$ cat src/inc/scfd_pkg.sv
package scfd_pkg;
    // Bit-rate selection codes
    localparam logic [3:0] SCFD_BAUD_300 = 4'h0;
    localparam logic [3:0] SCFD_BAUD_9600 = 4'h5;
    localparam logic [3:0] SCFD_BAUD_921600 = 4'hC;
    localparam int SCFD_NUM_RATES = 13;
    // Reset format byte: RS-232C, 8 bits, no parity, 1 stop
    localparam logic [7:0] SCFD_FMT_RESET = 8'h4C;
    // Field positions in the format byte
    localparam int SCFD_IF_LSB = 0;
    localparam int SCFD_LEN_LSB = 2;
    localparam int SCFD_PAR_LSB = 4;
    localparam int SCFD_STOP_LSB = 6;
    // Line interface modes
    typedef enum logic [1:0] {
        SCFD_IF_RS232 = 2'h0,
        SCFD_IF_RS422 = 2'h1,
        SCFD_IF_RS485_2W = 2'h3
    } scfd_if_type;
    // Parity modes
    typedef enum logic [1:0] {
        SCFD_PAR_NONE = 2'h0,
        SCFD_PAR_ODD = 2'h1,
        SCFD_PAR_EVEN = 2'h3
    } scfd_par_type;
    // Field codes
    localparam logic [1:0] SCFD_LEN7_CODE = 2'h2;
    localparam logic [1:0] SCFD_LEN8_CODE = 2'h3;
    localparam logic [1:0] SCFD_STOP1_CODE = 2'h1;
    localparam logic [1:0] SCFD_STOP2_CODE = 2'h3;
    localparam logic [1:0] SCFD_PARBAD_CODE = 2'h2;
    localparam logic [1:0] SCFD_IFBAD_CODE = 2'h2;
endpackage

$ cat src/logic/scfd_channel.sv
`timescale 1ns/1ps
// One channel: holds and decodes its own rate and format
module scfd_channel
    import scfd_pkg::*;
(
    input wire logic sys_clk, // System clock
    input wire logic rstn, // Synchronous reset, active low
    input wire logic clk_en, // Freezes state when low, except that reset still loads defaults
    input wire logic wr_stb, // Write strobe for new settings
    input wire logic [3:0] baud_in, // Requested rate code
    input wire logic [7:0] fmt_in, // Requested format byte
    input wire logic busy, // Transmitter or receiver active
    output logic [3:0] baud_sel, // Active rate code
    output logic [7:0] fmt_byte, // Active format byte
    output logic [1:0] if_mode, // Line interface
    output logic data8, // 1 = eight data bits
    output logic [1:0] par_mode, // Parity mode
    output logic stop2, // 1 = two stop bits
    output logic fmt_err, // Last request was invalid
    output logic pend // Request waiting for idle
);
    logic pend_reg, pend_next;
    logic [3:0] pbaud_reg, pbaud_next;
    logic [7:0] pfmt_reg, pfmt_next;
    logic [3:0] baud_reg, baud_next;
    logic [7:0] fmt_reg, fmt_next;
    logic err_reg, err_next;

    // Checks each field separately, other bits play no part
    function automatic logic fmt_bad(input logic [7:0] f, input logic [3:0] b);
        logic [1:0] len, par, stp;
        len = f[SCFD_LEN_LSB +: 2];
        par = f[SCFD_PAR_LSB +: 2];
        stp = f[SCFD_STOP_LSB +: 2];
        fmt_bad = (len != SCFD_LEN7_CODE && len != SCFD_LEN8_CODE)
            || (par == SCFD_PARBAD_CODE)
            || (stp != SCFD_STOP1_CODE && stp != SCFD_STOP2_CODE)
            || (f[SCFD_IF_LSB +: 2] == SCFD_IFBAD_CODE)
            || (b > 4'(SCFD_NUM_RATES - 1));
    endfunction

    // Next state: capture request, apply only when idle
    always_comb begin
        pend_next = pend_reg;
        pbaud_next = pbaud_reg;
        pfmt_next = pfmt_reg;
        baud_next = baud_reg;
        fmt_next = fmt_reg;
        err_next = err_reg;
        if (wr_stb) begin
            if (fmt_bad(fmt_in, baud_in)) begin
                err_next = 1'b1;
                pend_next = 1'b0; // Old framing kept
            end else begin
                err_next = 1'b0;
                pend_next = 1'b1;
                pbaud_next = baud_in;
                pfmt_next = fmt_in;
            end
        end else if (pend_reg && !busy) begin
            // Switching mid-character would mix framing
            baud_next = pbaud_reg;
            fmt_next = pfmt_reg;
            pend_next = 1'b0;
        end
    end

    // Registers, defaults restored on reset
    always_ff @(posedge sys_clk) begin
        if (!rstn) begin
            pend_reg <= 1'b0;
            pbaud_reg <= SCFD_BAUD_9600;
            pfmt_reg <= SCFD_FMT_RESET;
            baud_reg <= SCFD_BAUD_9600;
            fmt_reg <= SCFD_FMT_RESET;
            err_reg <= 1'b0;
        end else if (clk_en) begin
            pend_reg <= pend_next;
            pbaud_reg <= pbaud_next;
            pfmt_reg <= pfmt_next;
            baud_reg <= baud_next;
            fmt_reg <= fmt_next;
            err_reg <= err_next;
        end
    end

    // Decoded outputs, each from its own field only
    assign baud_sel = baud_reg;
    assign fmt_byte = fmt_reg;
    assign if_mode = fmt_reg[SCFD_IF_LSB +: 2];
    // Only legal codes are ever stored, so one register bit tells them apart
    assign data8 = fmt_reg[SCFD_LEN_LSB];
    assign par_mode = fmt_reg[SCFD_PAR_LSB +: 2];
    assign stop2 = fmt_reg[SCFD_STOP_LSB + 1];
    assign fmt_err = err_reg;
    assign pend = pend_reg;
endmodule

$ cat src/logic/scfd_top.sv
`timescale 1ns/1ps
module scfd_top
    import scfd_pkg::*;
#(
    parameter int NCH = 2 // Number of channels
) (
    input wire logic sys_clk, // 200 MHz clock
    input wire logic rstn, // Synchronous reset, active low
    input wire logic clk_en, // Freezes state when low, except that reset still loads defaults
    input wire logic [NCH-1:0] wr_stb, // Per-channel write strobe
    input wire logic [4*NCH-1:0] baud_in, // Rate codes, 4 bits each
    input wire logic [8*NCH-1:0] fmt_in, // Format bytes
    input wire logic [NCH-1:0] busy, // Per-channel UART activity
    output logic [4*NCH-1:0] baud_sel, // Active rate codes
    output logic [8*NCH-1:0] fmt_byte, // Active format bytes
    output logic [2*NCH-1:0] if_mode, // Line interface per channel
    output logic [NCH-1:0] data8, // Eight data bits
    output logic [2*NCH-1:0] par_mode, // Parity mode per channel
    output logic [NCH-1:0] stop2, // Two stop bits
    output logic [NCH-1:0] fmt_err, // Invalid request flag
    output logic [NCH-1:0] pend // Request waiting for idle
);
    // One instance per channel, no shared state
    genvar i;
    generate
        for (i = 0; i < NCH; i++) begin : g_ch
            scfd_channel u_ch (
                .sys_clk(sys_clk),
                .rstn(rstn),
                .clk_en(clk_en),
                .wr_stb(wr_stb[i]),
                .baud_in(baud_in[4*i +: 4]),
                .fmt_in(fmt_in[8*i +: 8]),
                .busy(busy[i]),
                .baud_sel(baud_sel[4*i +: 4]),
                .fmt_byte(fmt_byte[8*i +: 8]),
                .if_mode(if_mode[2*i +: 2]),
                .data8(data8[i]),
                .par_mode(par_mode[2*i +: 2]),
                .stop2(stop2[i]),
                .fmt_err(fmt_err[i]),
                .pend(pend[i])
            );
        end
    endgenerate
endmodule

$ cat config.mk
export PLATFORM = sky130hd
export DESIGN_NAME = scfd_top
export DESIGN_NICKNAME = d
export VERILOG_FILES = /design/src/inc/scfd_pkg.sv /design/src/logic/scfd_channel.sv /design/src/logic/scfd_top.sv
export SDC_FILE = /design/constraint.sdc
export NUM_CORES = 1
export LEC_CHECK = 0
export ABC_AREA = 1
export BUFFER_PORTS_ARGS = -buffer_cell sky130_fd_sc_hd__clkbuf_2
export CORE_ASPECT_RATIO = 1.1
export CORE_MARGIN = 4
export CORE_UTILIZATION = 50
export DETAILED_ROUTE_END_ITERATION = 7
export MAX_ROUTING_LAYER = met4
export PLACE_DENSITY = 0.79
export SYNTH_ARGS = -nofsm -noshare
export SYNTH_HDL_FRONTEND = slang
export SYNTH_SLANG_ARGS = --single-unit
$ cat constraint.sdc
create_clock -name sys_clk -period 1.3 [get_ports sys_clk]
set_input_delay 0.065 -clock sys_clk [delete_from_list [all_inputs] [get_ports sys_clk]]
set_output_delay 0.065 -clock sys_clk [all_outputs]
set_load 0.01 [all_outputs]
* After elaboration in Yosys (flattened, before gate mapping)
Index checks and enable logic that the tools add are counted.
** Word-level totals
- Flip-flop bits (word level) :: 52
- Bits in latches :: 0
- Bits in writable memories :: 0
- Bits in read-only memories :: 0
- Output and inout port bits :: 40
- Memories kept :: 0
** Operators by class
- Add/sub/neg operators :: 0
- Multiply operators :: 0
- Divide/modulo/power cells :: 0
- Magnitude comparators :: 2
- Equal/unequal tests :: 12
- Shift-type cells :: 0
- Multiplexer cells :: 8
- Bitwise gates (word level) :: 4
- Reduce and logical (&&, ||, !) cells :: 26
** Operators by type and width (count)
- 2-bit != test, second input constant :: 6
- 3-bit AND reduction :: 4
- 2-bit == test, second input constant :: 4
- 4-bit > comparator, second input constant :: 2
- 1-bit logical OR :: 8
- 1-bit 2-to-1 mux :: 8
- 2-bit AND reduction :: 4
- 1-bit logical AND :: 6
- 2-bit by 1-bit != test with 1-bit output, second input constant :: 2
- 1-bit NOT :: 4
- 2-bit nonzero test :: 2
- 1-bit zero test :: 2

* Logic depth before layout (Yosys ltp)
- Depth after elaboration :: 8
- Gate-level depth with buffers :: 9
- Mapped depth without buffers :: 8

* Hierarchy
From an unflattened synthesis, not the netlist that was laid out.
** Second synthesis, totals
- Cells, all modules :: 316
- Area, all modules :: 2292.2 sq um
** By module, submodules not included
- scfd_channel :: times used 2, cells each 158, area each 1146.1 sq um, sequential area each 520.5 sq um

* Worst setup path after synthesis
OpenSTA, ideal clock, no wires.
- Kind :: reg2reg
- From :: reg g_ch[0].u_ch.pend_reg
- To :: reg g_ch[0].u_ch.fmt_reg[7]
- Library setup time :: 0.119 ns
- Data arrival time :: 0.895 ns
- Path slack :: 0.286 ns
- Cell stages (with the launch flop) :: 7
- Path buffers :: 1
- Period minus slack after synthesis :: 1.014 ns
- Cells stage by stage :: dfxtp_1 -> inv_1 -> nor2_1 -> nand2_2 -> inv_2 -> buf_6 -> a21oi_1
** On the way
- Word-level cells in the longest chain between the ends :: 2
** Ends and longest elaborated chain
- start: declaration :: RTL line scfd_channel.sv:22 : logic pend_reg, pend_next;
- start signal: assignment :: RTL line scfd_channel.sv:78 : pend_reg <= pend_next;
- 1-bit logical AND :: RTL line scfd_channel.sv:60 : end else if (pend_reg && !busy) begin
- 3-bit AND reduction (no line)
- end signal: assignment :: RTL line scfd_channel.sv:82 : fmt_reg <= fmt_next;
- end: declaration :: RTL line scfd_channel.sv:26 : logic [7:0] fmt_reg, fmt_next;
No other way between the ends.
A chain may end at the register's enable or synchronous reset.

* Final worst setup path
- From :: reg g_ch[0].u_ch.pend_reg
- To :: reg g_ch[0].u_ch.baud_reg[1]
** On the way
- Word-level cells in the longest chain between the ends :: 2
** Ends and longest elaborated chain
- 1-bit logical AND :: RTL line scfd_channel.sv:60
- 3-bit AND reduction (no line)
- end signal: assignment :: RTL line scfd_channel.sv:81 : baud_reg <= baud_next;
- end: declaration :: RTL line scfd_channel.sv:25 : logic [3:0] baud_reg, baud_next;
No other way between the ends.

==> results by group <==
Yosys
  • Post-synthesis cell count: 291
  • Arithmetic-cell share of the synthesized area counting full adders, half adders and majority gates: 0%
  • Count of unique library cells instantiated by Yosys: 19
  • Combinational family with the most area after synthesis: simple AND/OR/NAND/NOR gates
  • Mapped Nets: 322
  • Average size of a mapped cell: 7.486 um2
  • Post-synthesis mux area share: 0%
  • Area fraction in compound gates after synthesis: 8.845%
  • Simple-gate area share of the yosys netlist: 26.59%
  • Parity-gate share of the synthesized area counting xor and xnor cells: 0%
  • Sequential-to-total area share from yosys stat: 47.79%
  • Area of the mapped netlist: 0.002178 mm2
  • Post-synthesis register bit count: 52
  • Yosys warning total: 0

Layout
  • Fraction of layout cells with a size suffix above 1: 25.94%
  • Area used by multi-input combinational logic: 774.5 um2
  • Total number of nets in the final design: 377
  • Area growth, synth to finish: 17.81%
  • Flip-flop and latch area: 0.001041 mm2
  • Antenna diode instance count: 0
  • Layout filler cell count: 399
  • Highest-count cells in the layout ignoring fill and taps: sky130_fd_sc_hd__nand2_1, sky130_fd_sc_hd__clkbuf_2, sky130_fd_sc_hd__dfxtp_1, sky130_fd_sc_hd__inv_1, sky130_fd_sc_hd__nor2_1
  • Final design instance area without fill: 0.002566 mm2

STA
  • Post-route setup TNS: 0 ns
  • RSZ-0062 raised after global routing: false
  • Least-Margin Pin Slew: 0.3665 ns
  • Total of endpoints with negative setup slack in the final report: 0
  • Remaining max-slew budget at the tightest pin: 75.54%
  • Final Hold Vio Count: 0
  • Clock skew: 0.001128 ns
  • Setup ws final: 0.1191 ns
  • Minimum clock period: 1.181 ns
  • Final period util: 90.84%
  • Number of slew-limit violations in the final report: 0
  • Top achievable clock speed: 846.8 MHz

Floorplanning
  • Die footprint: 0.005478 mm2
  • Effective utilization at floorplan: 53.34%
  • I/O pin cnt: 71
  • Core region area: 0.004084 mm2
  • Number of rows created at floorplan: 24
  • Horizontal die dimension: 70.94 um
  • Vertical die dimension: 77.23 um

Global routing
  • GRT met1 Usage: 19.87%
  • Number of global-route vias before repair: 1,677
  • Initial antenna violation count: 0
  • Wire length of the first global-routing pass: 7265 um
  • Global-route congestion overflow total: 0
  • GRT met2 Usage: 26.35%
  • Maximum number of pins on one net before global-route repair: 52
  • GR Layer Usage met3: 4.575%
  • Top Usage Layer GRT: met2
  • Aggregate global-route resource usage: 16.55%

Worst hold path
  • Path type of the worst min-delay path: in2reg

Worst setup path
  • Category of cells accounting for the largest share of critical-path delay: flip-flops
  • Length in cells of the worst reg-to-reg path: 6
  • Reg-to-reg startpoint: g_ch[0].u_ch.pend
  • Worst path buffer plus inverter count: 2
  • Startpoint Class: register
  • Logic depth of the worst path, buffers included: 6
  • Element type at the critical path end: register
  • CP endpoint: g_ch[0].u_ch.baud_sel[1]
  • Required time at the endpoint of the critical path: 1.53 ns
  • Worst Path Class, Setup: reg2reg
  • Reg2reg setup slack: 0.12 ns
  • Worst R2R End: g_ch[0].u_ch.baud_sel[1]
  • Crit path max fanout: 19
  • Arrival time reported for the critical path endpoint: 1.41 ns
  • Timing startpoint of the critical path: g_ch[0].u_ch.pend
  • Series of cell instances along the critical path: inv_1 -> nor2_1 -> nand2_2 -> clkinv_4 -> o21ai_0 -> a21oi_1
  • Max incr delay on CP: 0.35 ns
  • Crit path max-delay cell type: sky130_fd_sc_hd__dfxtp_1

Clocking
  • CTS tree: built
  • Insertion delay of the later-clocked pin in the worst-skew pair: 0.30 ns
  • Clock slew at the register clock pins of the worst setup and hold paths: 0.08 ns
  • Total number of clock tree sinks: 52
  • CTS root buf: sky130_fd_sc_hd__clkbuf_8
  • Max Buffers Root-to-Sink: 2
  • Maximum level of the CTS H-tree: 2
  • Clock buffers created by TritonCTS: 5

Place
  • HPWL after detailed placement: 2991 um
  • Place WS: 0.03498 ns
  • Gpl congestion: 0.8246
  • Placed Instance Area: 0.002399 mm2
  • Buffers added on ports: 70

Drt
  • Drt pass-1 iters: 4
  • Routed via count divided by cell count: 4.684
  • DR WL/cell: 10.48 um
  • Detailed-route via count: 1,869
  • Total DRC errors in the routed layout: 0
  • Sum of routed wire length over all layers: 4180 um
  • Number of nets with antenna violations after routing: 0
  • Violation count after the first detailed-routing iteration: 167

Power
  • Largest vdd supply drop: 0.6447 mV
  • Total net switching power: 0.6055 mW
  • Leakage dissipation: 1.377 nW
  • Internal power component: 2.138 mW
  • Switching share of power: 22.07%
  • Relative contribution of combinational cells to total power: 7.6%
  • Clock share of power: 33.3%
  • Areal power density over the cells: 1069 mW/mm2
  • Sequential fraction of design power: 59.1%

Job
  • Max-Cap Viols: 0

Run status
  • Result of the run: completed
[cell usage after synthesis]
| cell type | instances | area, um2 |
|---|---|---|
| sky130_fd_sc_hd__o211ai_1 | 3 | 22.52 |
| sky130_fd_sc_hd__nor2_1 | 32 | 120.1 |
| sky130_fd_sc_hd__buf_4 | 20 | 150.1 |
| sky130_fd_sc_hd__nand3_1 | 17 | 85.08 |
| sky130_fd_sc_hd__nor2_4 | 2 | 22.52 |
| sky130_fd_sc_hd__nand4_1 | 6 | 37.54 |
| sky130_fd_sc_hd__clkbuf_1 | 4 | 15.01 |
| sky130_fd_sc_hd__buf_6 | 4 | 45.04 |
| sky130_fd_sc_hd__nand2_1 | 71 | 266.5 |
| sky130_fd_sc_hd__o21ai_0 | 15 | 75.07 |
| sky130_fd_sc_hd__dfxtp_1 | 52 | 1041 |
| sky130_fd_sc_hd__nand3b_1 | 2 | 15.01 |
| sky130_fd_sc_hd__a21oi_1 | 18 | 90.09 |
| sky130_fd_sc_hd__nand2_2 | 2 | 12.51 |
| sky130_fd_sc_hd__o21ai_1 | 1 | 5.000 |
| sky130_fd_sc_hd__inv_2 | 2 | 7.510 |
| sky130_fd_sc_hd__buf_2 | 4 | 20.02 |
| sky130_fd_sc_hd__nand3_2 | 2 | 20.02 |
| sky130_fd_sc_hd__inv_1 | 34 | 127.6 |
[worst min path at each step]
stage | from | endpoint | cells after the start
after floorplan | baud_in[1] | g_ch[0].u_ch.pbaud_reg[1] | 2
after global placement | fmt_in[7] | g_ch[0].u_ch.pfmt_reg[7] | 3
after detailed placement | fmt_in[7] | g_ch[0].u_ch.pfmt_reg[7] | 3
after CTS | fmt_in[13] | g_ch[1].u_ch.pfmt_reg[5] | 3
after global routing | fmt_in[8] | g_ch[1].u_ch.pfmt_reg[0] | 3
final | fmt_in[12] | g_ch[1].u_ch.pfmt_reg[4] | 3
[power groups by stage]
stage	logic [mW]	clock network, mW	registers, mW
after floorplan	0.118	0	1.66
after global placement	0.191	0	1.66
after detailed placement	0.192	0	1.66
after CTS	0.207	0.943	1.62
after global routing	0.238	1.03	1.63
final	0.208	0.913	1.62
[final cells by class]
cell class              count  area share (%)
inverters                  36           5.558
clock buffers               8           3.510
multi-input cells         171           30.18
repair buffers             80           17.65
flip-flops and latches     52           40.57
well taps                  52           2.535
[cells by family (layout without fill, tap and decap cells)]
kind of cell / after synthesis / after routing
AND/OR/NAND/NOR: 134 / 134
flip-flops: 52 / 52
AO/OA/AOI/OAI: 37 / 37
buffers and inverters: 68 / 124
[what timing repair did]
| item | CTS | global route |
|---|---|---|
| buffers inserted | 0 | 1 |
| hold buffers | 6 | 0 |
| hold endpoints to repair | 6 | 0 |
| resized for setup | 0 | 7 |
| setup endpoints to repair | 0 | 18 |
[through the flow]
step	power, mW	instances	utilization (%)	hold slack, ns
6_report	2.744	399	62.84	0.01275
5_1_grt	2.889	399	62.84	0.01301
4_1_cts	2.773	398	62.41	0.003056
3_5_place_dp	1.852	384	58.73	0.3004
3_3_place_gp	1.851	384	58.73	0.2958
2_1_floorplan	1.777	291	-	0.1999
[metal layers]
metal / vias to the layer above / routed length (um) / part of all wire [%]
li1: 992 / - / -
met1: 810 / 1862 / 45
met2: 62 / 1967 / 47
met3: 5 / 291 / 7.0
met4: 0 / 59 / 1.4
met5: - / 0 / 0
[tightest hold or removal path: cells and delay by family]
family        cells  cell delay (ns)
simple gates      2             0.12
buf+inv           1             0.09
No activity file was read; power rests on OpenSTA's default activity.
